<file path="src/rtl/ufi_cfg.svh">
/*
 Constants of the buffered serial port interrupt block.
 Assumes a 16x receive baud tick and a 32-bit AXI4-Lite slave.
*/
`ifndef UFI_CFG_SVH
`define UFI_CFG_SVH
`define UFI_IX_HI      7
`define UFI_IX_LO      2
`define UFI_IX_BUF     6'h00
`define UFI_IX_DLM     6'h01
`define UFI_IX_IER     6'h04
`define UFI_IX_IIR     6'h08
`define UFI_IX_LCR     6'h0C
`define UFI_IX_LTR     6'h10
`define UFI_IX_LSR     6'h14
`define UFI_IX_SCR     6'h1C
`define UFI_IX_CKG     6'h20
`define UFI_IX_CKD     6'h24
`define UFI_ID_NONE    4'h1
`define UFI_ID_LS      4'h6
`define UFI_ID_RDA     4'h4
`define UFI_ID_TMO     4'hC
`define UFI_ID_THR     4'h2
`define UFI_IE_RDA     0
`define UFI_IE_THR     1
`define UFI_IE_LS      2
`define UFI_IER_MASK   8'h07
`define UFI_LTR_MASK   8'h10
`define UFI_CKG_MASK   8'h01
`define UFI_CKG_EN     0
`define UFI_LBON       4
`define UFI_FCR_EN     0
`define UFI_FCR_RXCLR  1
`define UFI_FCR_TXCLR  2
`define UFI_FCR_TRG_HI 7
`define UFI_FCR_TRG_LO 6
`define UFI_LCR_DLAB   7
`define UFI_LCR_PEN    3
`define UFI_LCR_STOP   2
`define UFI_LCR_LEN_HI 1
`define UFI_TRIG_1     1
`define UFI_TRIG_4     4
`define UFI_TRIG_8     8
`define UFI_TRIG_14    14
`define UFI_BASE_BITS  7
`define UFI_OVS        16
`define UFI_TMO_CHARS  4
`define UFI_TWO_BYTES  2
`define UFI_RESP_OKAY  2'h0
`define UFI_RESP_SLV   2'h2
`endif

</file>
<file path="src/rtl/ufi_pkg.sv">
/*
 Types of the buffered serial port interrupt block.
 Assumes nothing beyond the constants header.
*/
package ufi_pkg;
    typedef enum logic {
        TXD_IDLE,
        TXD_WAIT
    } ufi_txd_t;
endpackage

</file>
<file path="src/rtl/ufi_top.sv">
/*
 FIFO, interrupt and register logic of a 16-deep buffered serial port.
 Assumes the shifters outside hand over whole characters and a 16x baud tick.
*/
// The AXI4-Lite register port was decided locally.
`timescale 1ns/1ps
`include "ufi_cfg.svh"
module ufi_top #(
    parameter int DEPTH = 16,
    parameter int AW    = 8
) (
    input  wire logic          I_CORE_CLK,
    input  wire logic          I_RST,
    input  wire logic [AW-1:0] I_AWADDR,
    input  wire logic          I_AWVALID,
    output logic               O_AWREADY,
    input  wire logic [31:0]   I_WDATA,
    input  wire logic [3:0]    I_WSTRB,
    input  wire logic          I_WVALID,
    output logic               O_WREADY,
    output logic [1:0]         O_BRESP,
    output logic               O_BVALID,
    input  wire logic          I_BREADY,
    input  wire logic [AW-1:0] I_ARADDR,
    input  wire logic          I_ARVALID,
    output logic               O_ARREADY,
    output logic [31:0]        O_RDATA,
    output logic [1:0]         O_RRESP,
    output logic               O_RVALID,
    input  wire logic          I_RREADY,
    input  wire logic          I_RX_VALID,
    input  wire logic [7:0]    I_RX_DATA,
    input  wire logic [2:0]    I_RX_ERR,
    input  wire logic          I_BAUD_TICK,
    output logic [7:0]         O_TX_DATA,
    output logic               O_TX_VALID,
    input  wire logic          I_TX_READY,
    input  wire logic          I_TX_IDLE,
    output logic               O_IRQ,
    output logic [7:0]         O_LINE_CTRL,
    output logic [15:0]        O_BAUD_DIV,
    output logic               O_LOOPBACK,
    output logic               O_CLK_EN,
    output logic [7:0]         O_CLK_DIV
);
    localparam int PW = $clog2(DEPTH);
    localparam int CW = PW + 1;
    localparam int TW = 12;

    logic [7:0]         ier_q, lcr_q, ltr_q, scr_q, ckg_q, ckd_q, dll_q, dlm_q;
    logic               fen_q;
    logic [1:0]         tsel_q;
    logic [7:0]         rx_mem [DEPTH];
    logic [7:0]         tx_mem [DEPTH];
    logic [PW-1:0]      rx_wp_q, rx_rp_q, tx_wp_q, tx_rp_q;
    logic [CW-1:0]      rx_cnt_q, tx_cnt_q, cap, trig;
    logic [3:0]         ls_q;
    logic [3:0]         char_bits, iid;
    logic [TW-1:0]      tmo_cnt_q, tmo_lim, dly_cnt_q, dly_lim;
    logic               tmo_q, two_q, imm_q, thr_q, empty_prev_q, irq_q;
    ufi_pkg::ufi_txd_t  txd_q;
    logic               aw_v_q, w_v_q, bv_q, rv_q, w_s_q;
    logic [5:0]         aw_ix_q, ar_ix;
    logic [7:0]         w_d_q, rd_val;
    logic [1:0]         bresp_q, rresp_q;
    logic [31:0]        rdata_q;
    logic               wr_go, rd_go, wr_ok, rd_ok, wr_en, dlab;
    logic               rx_push, rx_pop, tx_push, tx_pop, rx_clr, tx_clr;
    logic               fcr_wr, fen_chg, lsr_rd, iir_rd_thr;
    logic               ls_act, rda_act, tmo_act, thr_act;
    logic               tx_empty, empty_rise, no_delay, thr_set, tmo_hit;

    assign dlab      = lcr_q[`UFI_LCR_DLAB];
    assign ar_ix     = I_ARADDR[`UFI_IX_HI:`UFI_IX_LO];
    assign O_AWREADY = !aw_v_q && !bv_q;
    assign O_WREADY  = !w_v_q && !bv_q;
    assign O_ARREADY = !rv_q;
    assign wr_go     = aw_v_q && w_v_q && !bv_q;
    assign rd_go     = I_ARVALID && !rv_q;
    assign wr_en     = wr_go && w_s_q;

    // write side of the bus: address and data parked until both are in
    always_ff @(posedge I_CORE_CLK or posedge I_RST) begin
        if (I_RST) begin
            aw_v_q  <= 1'b0;
            w_v_q   <= 1'b0;
            bv_q    <= 1'b0;
            aw_ix_q <= '0;
            w_d_q   <= '0;
            w_s_q   <= 1'b0;
            bresp_q <= `UFI_RESP_OKAY;
        end else begin
            if (I_AWVALID && O_AWREADY) begin
                aw_v_q  <= 1'b1;
                aw_ix_q <= I_AWADDR[`UFI_IX_HI:`UFI_IX_LO];
            end
            if (I_WVALID && O_WREADY) begin
                w_v_q <= 1'b1;
                w_d_q <= I_WDATA[7:0];
                w_s_q <= I_WSTRB[0];
            end
            if (wr_go) begin
                aw_v_q  <= 1'b0;
                w_v_q   <= 1'b0;
                bv_q    <= 1'b1;
                bresp_q <= wr_ok ? `UFI_RESP_OKAY : `UFI_RESP_SLV;
            end else if (bv_q && I_BREADY) begin
                bv_q <= 1'b0;
            end
        end
    end

    always_comb begin
        unique case (aw_ix_q)
            `UFI_IX_BUF, `UFI_IX_DLM, `UFI_IX_IER, `UFI_IX_IIR, `UFI_IX_LCR,
            `UFI_IX_LTR, `UFI_IX_SCR, `UFI_IX_CKG, `UFI_IX_CKD: wr_ok = 1'b1;
            default: wr_ok = 1'b0;
        endcase
    end

    assign tx_push = wr_en && aw_ix_q == `UFI_IX_BUF && !dlab && tx_cnt_q != cap;
    assign fcr_wr  = wr_en && aw_ix_q == `UFI_IX_IIR;
    assign fen_chg = fcr_wr && (w_d_q[`UFI_FCR_EN] != fen_q);
    // changing mode always flushes; the clear bits need the enable bit set
    assign rx_clr = fcr_wr && (fen_chg || (w_d_q[`UFI_FCR_EN] && w_d_q[`UFI_FCR_RXCLR]));
    assign tx_clr = fcr_wr && (fen_chg || (w_d_q[`UFI_FCR_EN] && w_d_q[`UFI_FCR_TXCLR]));

    always_ff @(posedge I_CORE_CLK or posedge I_RST) begin
        if (I_RST) begin
            ier_q  <= '0;
            lcr_q  <= '0;
            ltr_q  <= '0;
            scr_q  <= '0;
            ckg_q  <= '0;
            ckd_q  <= '0;
            dll_q  <= '0;
            dlm_q  <= '0;
            fen_q  <= 1'b0;
            tsel_q <= '0;
        end else if (wr_en) begin
            unique case (aw_ix_q)
                `UFI_IX_BUF: if (dlab) dll_q <= w_d_q;
                `UFI_IX_DLM: dlm_q <= w_d_q;
                `UFI_IX_IER: ier_q <= w_d_q & `UFI_IER_MASK;
                `UFI_IX_IIR: begin
                    fen_q <= w_d_q[`UFI_FCR_EN];
                    if (w_d_q[`UFI_FCR_EN]) begin
                        tsel_q <= w_d_q[`UFI_FCR_TRG_HI:`UFI_FCR_TRG_LO];
                    end
                end
                `UFI_IX_LCR: lcr_q <= w_d_q;
                `UFI_IX_LTR: ltr_q <= w_d_q & `UFI_LTR_MASK;
                `UFI_IX_SCR: scr_q <= w_d_q;
                `UFI_IX_CKG: ckg_q <= w_d_q & `UFI_CKG_MASK;
                `UFI_IX_CKD: ckd_q <= w_d_q;
                default: ;
            endcase
        end
    end

    // without fifos the port behaves as a single holding byte each way
    assign cap = fen_q ? CW'(DEPTH) : CW'(`UFI_TRIG_1);

    always_comb begin
        unique case (tsel_q)
            2'b00: trig = CW'(`UFI_TRIG_1);
            2'b01: trig = CW'(`UFI_TRIG_4);
            2'b10: trig = CW'(`UFI_TRIG_8);
            2'b11: trig = CW'(`UFI_TRIG_14);
        endcase
        if (!fen_q) begin
            trig = CW'(`UFI_TRIG_1);
        end
    end

    assign rx_push = I_RX_VALID && rx_cnt_q != cap;
    assign rx_pop  = rd_go && ar_ix == `UFI_IX_BUF && !dlab && rx_cnt_q != '0;
    assign tx_pop  = O_TX_VALID && I_TX_READY;

    always_ff @(posedge I_CORE_CLK) begin
        if (rx_push) begin
            rx_mem[rx_wp_q] <= I_RX_DATA;
        end
        if (tx_push) begin
            tx_mem[tx_wp_q] <= w_d_q;
        end
    end

    // pointer wrap relies on DEPTH being a power of two
    always_ff @(posedge I_CORE_CLK or posedge I_RST) begin
        if (I_RST) begin
            rx_wp_q  <= '0;
            rx_rp_q  <= '0;
            rx_cnt_q <= '0;
        end else if (rx_clr) begin
            rx_wp_q  <= '0;
            rx_rp_q  <= '0;
            rx_cnt_q <= '0;
        end else begin
            if (rx_push) rx_wp_q <= rx_wp_q + 1'b1;
            if (rx_pop) rx_rp_q <= rx_rp_q + 1'b1;
            rx_cnt_q <= rx_cnt_q + CW'(rx_push) - CW'(rx_pop);
        end
    end

    always_ff @(posedge I_CORE_CLK or posedge I_RST) begin
        if (I_RST) begin
            tx_wp_q  <= '0;
            tx_rp_q  <= '0;
            tx_cnt_q <= '0;
        end else if (tx_clr) begin
            tx_wp_q  <= '0;
            tx_rp_q  <= '0;
            tx_cnt_q <= '0;
        end else begin
            if (tx_push) tx_wp_q <= tx_wp_q + 1'b1;
            if (tx_pop) tx_rp_q <= tx_rp_q + 1'b1;
            tx_cnt_q <= tx_cnt_q + CW'(tx_push) - CW'(tx_pop);
        end
    end

    assign lsr_rd = rd_go && ar_ix == `UFI_IX_LSR;

    // line errors {break, framing, parity, overrun}; new errors win over the read
    always_ff @(posedge I_CORE_CLK or posedge I_RST) begin
        if (I_RST) begin
            ls_q <= '0;
        end else begin
            ls_q <= (lsr_rd ? 4'h0 : ls_q)
                  | {rx_push ? I_RX_ERR : 3'h0, I_RX_VALID && !rx_push};
        end
    end

    // frame length in bits: start, data, parity, one or two stops
    assign char_bits = 4'(`UFI_BASE_BITS) + {2'b00, lcr_q[`UFI_LCR_LEN_HI:0]}
                     + {3'b000, lcr_q[`UFI_LCR_PEN]} + {3'b000, lcr_q[`UFI_LCR_STOP]};
    assign tmo_lim   = TW'(char_bits * `UFI_OVS * `UFI_TMO_CHARS);
    assign dly_lim   = TW'((char_bits - 4'h1) * `UFI_OVS);
    assign tmo_hit   = fen_q && rx_cnt_q != '0 && tmo_cnt_q >= tmo_lim;

    always_ff @(posedge I_CORE_CLK or posedge I_RST) begin
        if (I_RST) begin
            tmo_cnt_q <= '0;
        end else if (rx_push || rx_pop || rx_cnt_q == '0) begin
            tmo_cnt_q <= '0;
        end else if (I_BAUD_TICK && tmo_cnt_q < tmo_lim) begin
            tmo_cnt_q <= tmo_cnt_q + 1'b1;
        end
    end

    // a read both ends the timeout and restarts the idle count
    always_ff @(posedge I_CORE_CLK or posedge I_RST) begin
        if (I_RST) begin
            tmo_q <= 1'b0;
        end else if (rx_pop || rx_clr) begin
            tmo_q <= 1'b0;
        end else if (tmo_hit) begin
            tmo_q <= 1'b1;
        end
    end

    assign tx_empty   = tx_cnt_q == '0;
    assign empty_rise = tx_empty && !empty_prev_q;
    assign no_delay   = !fen_q || two_q || imm_q;
    assign thr_set    = (empty_rise && no_delay)
                     || (txd_q == ufi_pkg::TXD_WAIT && tx_empty && dly_cnt_q >= dly_lim);

    always_ff @(posedge I_CORE_CLK or posedge I_RST) begin
        if (I_RST) begin
            empty_prev_q <= 1'b0;
            two_q        <= 1'b0;
        end else begin
            // a flush empties the fifo afresh, so it must raise the empty edge again
            empty_prev_q <= tx_empty && !tx_clr;
            if (tx_cnt_q >= CW'(`UFI_TWO_BYTES)) begin
                two_q <= 1'b1;
            end else if (empty_rise) begin
                two_q <= 1'b0;
            end
        end
    end

    always_ff @(posedge I_CORE_CLK or posedge I_RST) begin
        if (I_RST) begin
            imm_q <= 1'b1;
        end else if (fen_chg) begin
            imm_q <= 1'b1;
        end else if (thr_set) begin
            imm_q <= 1'b0;
        end
    end

    always_ff @(posedge I_CORE_CLK or posedge I_RST) begin
        if (I_RST) begin
            txd_q     <= ufi_pkg::TXD_IDLE;
            dly_cnt_q <= '0;
        end else begin
            unique case (txd_q)
                ufi_pkg::TXD_IDLE: begin
                    dly_cnt_q <= '0;
                    if (empty_rise && !no_delay) begin
                        txd_q <= ufi_pkg::TXD_WAIT;
                    end
                end
                ufi_pkg::TXD_WAIT: begin
                    if (!tx_empty || thr_set) begin
                        txd_q <= ufi_pkg::TXD_IDLE;
                    end else if (I_BAUD_TICK) begin
                        dly_cnt_q <= dly_cnt_q + 1'b1;
                    end
                end
            endcase
        end
    end

    assign iir_rd_thr = rd_go && ar_ix == `UFI_IX_IIR && iid == `UFI_ID_THR;

    // set wins over a holding write or ident read in the same cycle
    always_ff @(posedge I_CORE_CLK or posedge I_RST) begin
        if (I_RST) begin
            thr_q <= 1'b0;
        end else if (thr_set) begin
            thr_q <= 1'b1;
        end else if (tx_push || iir_rd_thr) begin
            thr_q <= 1'b0;
        end
    end

    // each source gated by an enable, the timeout sharing the rx data one, so either side may be polled
    assign ls_act  = ier_q[`UFI_IE_LS] && ls_q != '0;
    assign rda_act = ier_q[`UFI_IE_RDA] && rx_cnt_q >= trig;
    assign tmo_act = ier_q[`UFI_IE_RDA] && tmo_q;
    assign thr_act = ier_q[`UFI_IE_THR] && thr_q;

    always_comb begin
        if (ls_act) iid = `UFI_ID_LS;
        else if (rda_act) iid = `UFI_ID_RDA;
        else if (tmo_act) iid = `UFI_ID_TMO;
        else if (thr_act) iid = `UFI_ID_THR;
        else iid = `UFI_ID_NONE;
    end

    always_comb begin
        rd_val = '0;
        rd_ok  = 1'b1;
        unique case (ar_ix)
            `UFI_IX_BUF: rd_val = dlab ? dll_q : rx_mem[rx_rp_q];
            `UFI_IX_DLM: rd_val = dlm_q;
            `UFI_IX_IER: rd_val = ier_q;
            `UFI_IX_IIR: rd_val = {fen_q, fen_q, 2'b00, iid};
            `UFI_IX_LCR: rd_val = lcr_q;
            `UFI_IX_LTR: rd_val = ltr_q;
            `UFI_IX_LSR: rd_val = {fen_q && ls_q[3:1] != '0, tx_empty && I_TX_IDLE,
                                   tx_empty, ls_q, rx_cnt_q != '0};
            `UFI_IX_SCR: rd_val = scr_q;
            `UFI_IX_CKG: rd_val = ckg_q;
            `UFI_IX_CKD: rd_val = ckd_q;
            default: rd_ok = 1'b0;
        endcase
    end

    // ident captured in one edge, so later events wait for the next read
    always_ff @(posedge I_CORE_CLK or posedge I_RST) begin
        if (I_RST) begin
            rv_q    <= 1'b0;
            rdata_q <= '0;
            rresp_q <= `UFI_RESP_OKAY;
        end else if (rd_go) begin
            rv_q    <= 1'b1;
            rdata_q <= {24'h0, rd_val};
            rresp_q <= rd_ok ? `UFI_RESP_OKAY : `UFI_RESP_SLV;
        end else if (rv_q && I_RREADY) begin
            rv_q <= 1'b0;
        end
    end

    always_ff @(posedge I_CORE_CLK or posedge I_RST) begin
        if (I_RST) begin
            irq_q <= 1'b0;
        end else begin
            irq_q <= ls_act || rda_act || tmo_act || thr_act;
        end
    end

    assign O_BVALID    = bv_q;
    assign O_BRESP     = bresp_q;
    assign O_RVALID    = rv_q;
    assign O_RDATA     = rdata_q;
    assign O_RRESP     = rresp_q;
    assign O_TX_DATA   = tx_mem[tx_rp_q];
    assign O_TX_VALID  = !tx_empty;
    assign O_IRQ       = irq_q;
    assign O_LINE_CTRL = lcr_q;
    assign O_BAUD_DIV  = {dlm_q, dll_q};
    assign O_LOOPBACK  = ltr_q[`UFI_LBON];
    assign O_CLK_EN    = ckg_q[`UFI_CKG_EN];
    assign O_CLK_DIV   = ckd_q;
endmodule // ufi_top

</file>
<file path="config.mk">
export PLATFORM = sky130hd
export DESIGN_NAME = ufi_top
export DESIGN_NICKNAME = d
export VERILOG_FILES = /design/src/rtl/ufi_pkg.sv /design/src/rtl/ufi_top.sv
export VERILOG_INCLUDE_DIRS = /design/src /design/src/rtl
export SDC_FILE = /design/constraint.sdc
export NUM_CORES = 1
export LEC_CHECK = 0
export BUFFER_PORTS_ARGS = -buffer_cell sky130_fd_sc_hd__buf_2
export CAP_MARGIN = 20
export CORE_ASPECT_RATIO = 2
export CORE_MARGIN = 4
export CORE_UTILIZATION = 40
export CTS_BUF_LIST = sky130_fd_sc_hd__clkbuf_16
export CTS_CLUSTER_DIAMETER = 120
export DETAILED_ROUTE_END_ITERATION = 7
export SYNTH_ARGS = -nofsm -noshare
export SYNTH_HDL_FRONTEND = slang
export SYNTH_SLANG_ARGS = --single-unit
</file>
<file path="constraint.sdc">
create_clock -name I_CORE_CLK -period 9.7 [get_ports I_CORE_CLK]
set_input_delay 1.94 -clock I_CORE_CLK [delete_from_list [all_inputs] [get_ports I_CORE_CLK]]
set_output_delay 1.94 -clock I_CORE_CLK [all_outputs]
set_load 0.05 [all_outputs]
</file>
## Word-level counts from Yosys, hierarchy flattened

Memories as Yosys holds them, arrays and structs flattened.
Cells that the tools add are included.

| word-level totals | value |
|---|---|
| register bits after elaboration | 140 |
| memory bits (writable) | 256 |
| bits of input ports | 74 |
| output and inout port bits | 85 |
| logic and storage cells | 239 |
| memories | 2 |

Memories:

| memory | words | bits a word | rd ports | clocked after Yosys merged registers in | wr ports | line | RTL |
|---|---|---|---|---|---|---|---|
| rx_mem | 16 | 8 | 1 | 0 | 1 | ufi_top.sv:53 | `logic [7:0] rx_mem [DEPTH];` |
| tx_mem | 16 | 8 | 1 | 0 | 1 | ufi_top.sv:54 | `logic [7:0] tx_mem [DEPTH];` |

| operators by class | value |
|---|---|
| $add $sub $neg | 14 |
| $lt $le $gt $ge | 5 |
| eq/ne operators | 26 |
| multiplexer cells | 53 |
| bitwise gates (word level) | 2 |
| reductions and logical operators | 101 |

Operator list:

| cell | number |
|---|---|
| one-hot mux 8 bit (10 select lines) | 1 |
| 2-to-1 mux 12 bit | 4 |
| 2-to-1 mux 4 bit | 12 |
| logical AND 1 bit | 43 |
| == test 6 x 5 -> 1 bit (second input constant) | 5 |
| nonzero test 2 bit | 13 |
| adder 12 x 1 -> 12 bit (second input constant) | 2 |
| == test 6 x 4 -> 1 bit (second input constant) | 4 |
| == test 6 bit (second input constant) | 4 |
| 2-to-1 mux 1 bit | 24 |
| one-hot mux 12 bit (2 select lines) | 1 |
| 2-to-1 mux 5 bit | 4 |
| one-hot mux 5 bit (4 select lines) | 1 |
| AND reduction 2 bit | 9 |
| adder 4 x 1 -> 4 bit (second input constant) | 4 |
| logical OR 1 bit | 13 |
| == test 6 x 1 -> 1 bit (second input constant) | 2 |
| == test 6 x 3 -> 1 bit (second input constant) | 2 |
| greater-or-equal comparator 12 x 10 -> 1 bit | 1 |
| greater-or-equal comparator 12 bit | 1 |
| zero test 6 bit | 2 |
| less-than comparator 12 x 10 -> 1 bit | 1 |
| zero test 1 bit | 11 |
| adder 5 x 1 -> 5 bit | 2 |
| other kinds (26) | 35 |

## Longest topological paths before layout

Gate-level depths: netlist of run 1.

| logic depth | value |
|---|---|
| depth after elaboration | 12 |
| mapped depth | 15 |

## Least setup slack after synthesis of run 1

No wires, ideal clock.

| timing | value |
|---|---|
| path kind | input to register |
| start | in I_ARADDR[2] |
| end | reg rx_cnt_q[4] |
| library setup time | 0.121 ns |
| arrival time | 4.120 ns |
| path slack | 5.459 ns |
| stages | 13 |
| path buffers | 1 |
| cell sequence | clkbuf_1 nor4_2 nand2_1 nor2_1 nand3_1 ha_1 ha_1 fa_1 a21oi_1 nor2_1 nor2_1 xnor2_1 nor2_1 |

| between the ends | value |
|---|---|
| longest elaborated chain between the ends | 6 |

Ends and longest elaborated chain:

| element | line | RTL |
|---|---|---|
| start, declared | ufi_top.sv:24 | `input wire logic [AW-1:0] I_ARADDR,` |
| zero test 6 bit | - |  |
| logical AND 1 bit (no line) | - |  |
| logical AND 1 bit (2 in a row) | ufi_top.sv:177 | `` assign rx_pop = rd_go && ar_ix == `UFI_IX_BUF && !dlab && rx_cnt_q != '0; `` |
| subtractor 5 x 1 -> 5 bit | ufi_top.sv:202 | `rx_cnt_q <= rx_cnt_q + CW'(rx_push) - CW'(rx_pop);` |
| 2-to-1 mux 5 bit | ufi_top.sv:195 | `end else if (rx_clr) begin` |
| end signal, assigned | ufi_top.sv:202 |  |
| end, declared | ufi_top.sv:56 | `logic [CW-1:0] rx_cnt_q, tx_cnt_q, cap, trig;` |

Every way passes these cells.
A chain may end at the register's enable or synchronous reset.

## Worst setup path in the final report of run 1

| timing | value |
|---|---|
| start | reg tx_rp_q[1] |
| end | out O_TX_DATA[3] |

| between the ends | value |
|---|---|
| longest elaborated chain between the ends | 1 |

Ends and longest elaborated chain:

| element | line | RTL |
|---|---|---|
| start, declared | ufi_top.sv:55 | `logic [PW-1:0] rx_wp_q, rx_rp_q, tx_wp_q, tx_rp_q;` |
| start signal, assigned | ufi_top.sv:217 | `if (tx_pop) tx_rp_q <= tx_rp_q + 1'b1;` |
| memory (16 x 8 bit) | - |  |
| end, declared | ufi_top.sv:35 | `output logic [7:0] O_TX_DATA,` |

Every way passes these cells.

==> reports/results.tsv, run 1 <==
metric	value	unit
status	complete, no violations	
num_vias	10490	
ys_ff_latch	394	
peakVddDrop	192.6	uV
grt_max_degree	80	
total_leakage_power	0.007687	uW
worstMarginPinSlew	0.9902	ns
r2r-end	dly_cnt_q[4]	
drc	0	
postLayoutCellArea	19920	um^2
syn_avg_cell_area	14.30	um^2
drtIter0Drc	524	
synth_area	17780	um^2
fp-row-count	109	
synth_top_area_share	43.22	%
rr_startpoint	O_LINE_CTRL[3]	
rrSetupSlack	5.92	ns
rsz0062_at_grt	no	
use_met2	34.81	%
clk_latency	0.55	ns
fmax	199.9	MHz
critPathRequiredTime	7.76	ns
async_flop_share	35.03	%
track_usage	18.15	%
synth_most_common_cell	edfxtp_1	
root_buffer	clkbuf_16	
holdBufCountCts	0	
wire_per_inst	22.46	um
routed_wirelength	43410	um
drive_gt1_share	22.62	%
cts.sinks	394	
cp_data_arrival_time	3.06	ns
ys_seq_area_share	62.65	%
crit_path_start_kind	flop	
post_cts_buffers	0	
crit_type	reg2out	
gr-usage-met1	18.90	%
boundaryPins	159	
synth_warnings	0	
area_delta_synth_final	12.00	%
cts_resized	0	
io_buffers	101	
yosysTopAreaCell	edfxtp_1	
hpwlAfterDp	31670	um
cts_buffers	36	
fin_skew	0.01437	ns
tns	0	ns
synth_cell_type_count	75	
crit_start	tx_rp_q[1]	
die_area	48100	um^2
grt_pass1_vias	10820	
firstDrtPassIters	5	
clk_pin_slew_worst_paths	0.07	ns
max_cap_viol_count	0	
post-route-period-util	51.58	%
drtAntennaViolNets	0	
grt_pass1_wl	66080	um
crit_path_max_fanout	21	
slew_viol_final	0	
ff2ff_path_depth	15	
htree_levels	2	
hold_violations	0	
cts_buffer_depth	3	
critPathMaxStageDelay	0.96	ns
fin_nets	1473	
core_area	44050	um^2
grt_overflow_total	0	
antenna_found_initial	4	
start_util	40.37	%
avgViaCountPerCell	5.424	
p_per_area	272.1	nW/um^2
max_slew_margin	33.70	%
cp-endpoint	O_TX_DATA[3]	
hold_class	reg2reg	
gp_congestion	0.8285	
synth_flop_cell	edfxtp_1	
synth_common_cells	edfxtp_1, dfrtp_1, nand2_1	
dieWidth	157.1	um
cp_cell_sequence	and2_1, a21oi_1, a22oi_1, nand2_1, buf_2	
synth_edf_count	256	
die_height	306.2	um
tritoncts	yes	
post-route-min-period	5.003	ns
busiest_layer	met2	
grtUsageMet3	3.630	%
finalSetupViolCount	0	
synthTopCellsByArea	edfxtp_1, dfrtp_1, mux4_2	
dpl_cell_area	18810	um^2
synthCells	1244	
crit_slowest_cell	dfrtp_1	
end_kind	output pin	
## metal layers
layer	vias to the layer above	part of all wire, %
met4	2	4.2
met5	-	0.030
met3	79	5.0
met2	259	57
met1	5313	34
li1	4832	-
## stage by stage
step / instances / worst slack [ns] / hold WS (ns) / util (%) / power, uW
after floorplan: 1269 / 4.065 / 0.4709 / - / 3602
after global placement: 1864 / 4.740 / 0.4775 / 42.71 / 4101
after detailed placement: 1864 / 4.772 / 0.4863 / 42.71 / 4142
after global routing: 1933 / 4.534 / 0.5102 / 45.22 / 5727
after CTS: 1930 / 4.583 / 0.4976 / 45.20 / 5494
final: 1933 / 4.697 / 0.5021 / 45.22 / 5421
## worst min path at each step
| stage | startpoint | end | slack [ns] | depth (start not counted) |
|---|---|---|---|---|
| after floorplan | imm_q | imm_q | 0.47 | 2 |
| after global placement | O_BRESP[1] | O_BRESP[1] | 0.48 | 2 |
| after detailed placement | imm_q | imm_q | 0.49 | 2 |
| after CTS | imm_q | imm_q | 0.50 | 2 |
| after global routing | imm_q | imm_q | 0.51 | 2 |
| final | O_BRESP[1] | O_BRESP[1] | 0.50 | 2 |
## worst max-delay path: cells and delay by family (launching register included)
| kind | cells | cell delay, ns |
|---|---|---|
| flip-flops | 1 | 0.96 |
| AND/OR/NAND/NOR | 2 | 0.76 |
| AO/OA/AOI/OAI | 2 | 0.56 |
| buffers and inverters | 1 | 0.22 |
## registers in the layout (all words and copies together), names as in the netlist, 4 cells and up
register,flops
aw_ix_q,6
dly_cnt_q,12
O_LINE_CTRL,8
tmo_cnt_q,12
rx_mem,128
dll_q,8
rx_cnt_q,5
tx_cnt_q,5
O_RDATA,8
rx_rp_q,4
ls_q,4
tx_rp_q,4
tx_mem,128
scr_q,8
O_CLK_DIV,8
dlm_q,8
tx_wp_q,4
w_d_q,8
rx_wp_q,4
## placed cells by master (no fill, tap or decap), drive strengths merged, types with 16 or more instances in the layout
cell,n
nand2,85
a21oi,37
conb,26
mux4,49
o21ai,28
nand3,26
edfxtp,256
xnor2,21
mux2,69
clkbuf,37
mux2i,45
dfrtp,137
nor4,16
inv,59
nor3,17
ha,49
buf,116
nor2,79
## logic make-up after synthesis
| logic type | after synthesis | share of synthesized area, % |
|---|---|---|
| compound gates | 146 | 5.600 |
| xor+xnor | 37 | 1.914 |
| fa+ha+maj | 52 | 3.785 |
| buf+inv | 126 | 3.356 |
| flops | 394 | 62.65 |
| mux | 163 | 13.11 |
| other cells | 1 | 0.02109 |
| simple gates | 325 | 9.568 |
## final cells by class
| class | count | area [um^2] |
|---|---|---|
| sequential | 394 | 11140 |
| clock buffer | 37 | 925.9 |
| inverter | 50 | 192.7 |
| clock inverter | 29 | 171.4 |
| timing repair buffer | 116 | 618.1 |
| antenna | 3 | 7.507 |
| multi-input combinational | 749 | 6165 |
| fill | 3907 | 24130 |
| tap | 555 | 694.4 |
## where the power goes
group          switching (uW)  internal (uW)
combinational            1030            610
clock                     636            704
sequential                353           2080
Note: power is estimated with default switching activity, not from simulation.
==> run 2: changes to the inputs <==
clock period = 4.2 ns   (was 9.7 ns; I/O delays follow)
==> reports/results.tsv, run 2 (synthesized netlist as in run 1, its figures left out) <==
metric	value	unit
fin_nets	1498	
dieWidth	157.1	um
track_usage	18.71	%
crit_slowest_cell	fa_1	
grt_pass1_vias	11210	
routed_wirelength	44950	um
drtIter0Drc	489	
crit_path_start_kind	flop	
cp_data_arrival_time	4.18	ns
wire_per_inst	22.99	um
clk_latency	0.55	ns
peakVddDrop	368.1	uV
reg_top3	rx_mem x128, tx_mem x128	
boundaryPins	159	
crit_family	adder cells	
critPathRequiredTime	4.67	ns
clk_pin_slew_worst_paths	0.07	ns
postLayoutCoreUtil	45.84	%
p_per_area	638.9	nW/um^2
avgViaCountPerCell	5.412	
fmax	269.6	MHz
fp-row-count	109	
cts_buffer_depth	3	
hold_class	in2async	
rsz0062_at_grt	no	
max_cap_viol_count	0	
hold_violations	0	
num_vias	10580	
crit_top_cell	ha_1	
grt_max_degree	86	
grt_pass1_wl	67860	um
die_area	48100	um^2
critPathMaxStageDelay	0.54	ns
gp_congestion	0.8572	
dpl_cell_area	19010	um^2
worstMarginPinSlew	1.099	ns
core_area	44050	um^2
hpwlAfterDp	33110	um
total_leakage_power	0.007876	uW
fin_skew	0.02294	ns
place_ws	0.4698	ns
drc	0	
firstDrtPassIters	4	
drtAntennaViolNets	0	
final_cell_mix	edfxtp_1, dfrtp_1, buf_2	
root_buffer	clkbuf_16	
cp_cell_sequence	inv_1, ha_1, inv_1, ha_1, inv_1, fa_1, ha_1, nand3_1, ha_1, a21oi_1, o21ai_0, nand2_1, nand4b_2, or3_1, a21oi_1	
die_height	306.2	um
end_kind	flop	
io_buffers	101	
crit_type	reg2reg	
start_util	40.37	%
finalSetupViolCount	0	
post-route-period-util	88.31	%
post-route-min-period	3.709	ns
cts_resized	0	
slew_viol_final	0	
path_buf_inv	3	
antenna_found_initial	5	
cts.sinks	394	
max_slew_margin	26.70	%
htree_levels	2	
status	complete, no violations	
crit_path_max_fanout	10	
postLayoutCellArea	20190	um^2
setup_slack	0.4909	ns
post_cts_buffers	0	
tritoncts	yes	
holdBufCountCts	0	
cts_buffers	36	
grt_overflow_total	0	
area_delta_synth_final	13.54	%
tns	0	ns
drive_gt1_share	23.64	%
final_common_cell	edfxtp_1	
[run 2: power breakdown]
group	leakage [uW]	total [uW]	internal (uW)	switching (uW)
clock	0.000609	3350	1870	1490
combinational	0.00317	3970	1480	2480
sequential	0.00410	5580	4810	769
[run 2: worst register-to-register path: cells and delay by family, from the launching register on]
| kind | cells | cell delay [ns] |
|---|---|---|
| and+or+nand+nor | 4 | 1.02 |
| DFF | 1 | 0.43 |
| buffers and inverters | 3 | 0.17 |
| AOI/OAI and AO/OA | 3 | 0.47 |
| adders and majority gates | 5 | 1.54 |
[run 2: final timing paths]
check	start	end	slack, ns	depth (start not counted)
setup reg to reg	O_LINE_CTRL[3]	dly_cnt_q[4]	0.49	15
hold reg to reg	imm_q	imm_q	0.50	2
hold / removal	I_RST	dly_cnt_q[3]	0.38	2
setup / recovery	O_LINE_CTRL[3]	dly_cnt_q[4]	0.49	15
min in group I_CORE_CLK	I_RREADY	O_RVALID	0.47	2
max in group asynchronous	I_RST	aw_v_q	2.90	3
[run 2: through the flow]
stage / total power (uW) / std cells / hold slack [ns]
after floorplan: 8320 / 1269 / 0.4709
after global placement: 9585 / 1889 / 0.4830
after detailed placement: 9687 / 1889 / 0.4887
after CTS: 13040 / 1951 / 0.3937
after global routing: 13570 / 1953 / 0.4316
final: 12900 / 1955 / 0.3838
[run 2: area by class of cell]
class / count / area [um^2]
clock inverters: 25 / 250.2
multi-input cells: 749 / 6145
diodes: 4 / 10.01
flip-flops and latches: 394 / 11140
clock buffers: 37 / 925.9
well taps: 555 / 694.4
fillers: 3914 / 23860
inverters: 50 / 191.4
repair buffers: 141 / 830.8
[run 2: metal layers]
metal	track usage [%]	part of all wire, %	vias to the layer above
met2	35.85	56	251
met5	0	0.053	-
met3	3.545	4.7	95
met4	8.872	5.5	4
li1	-	-	4878
met1	19.00	34	5353
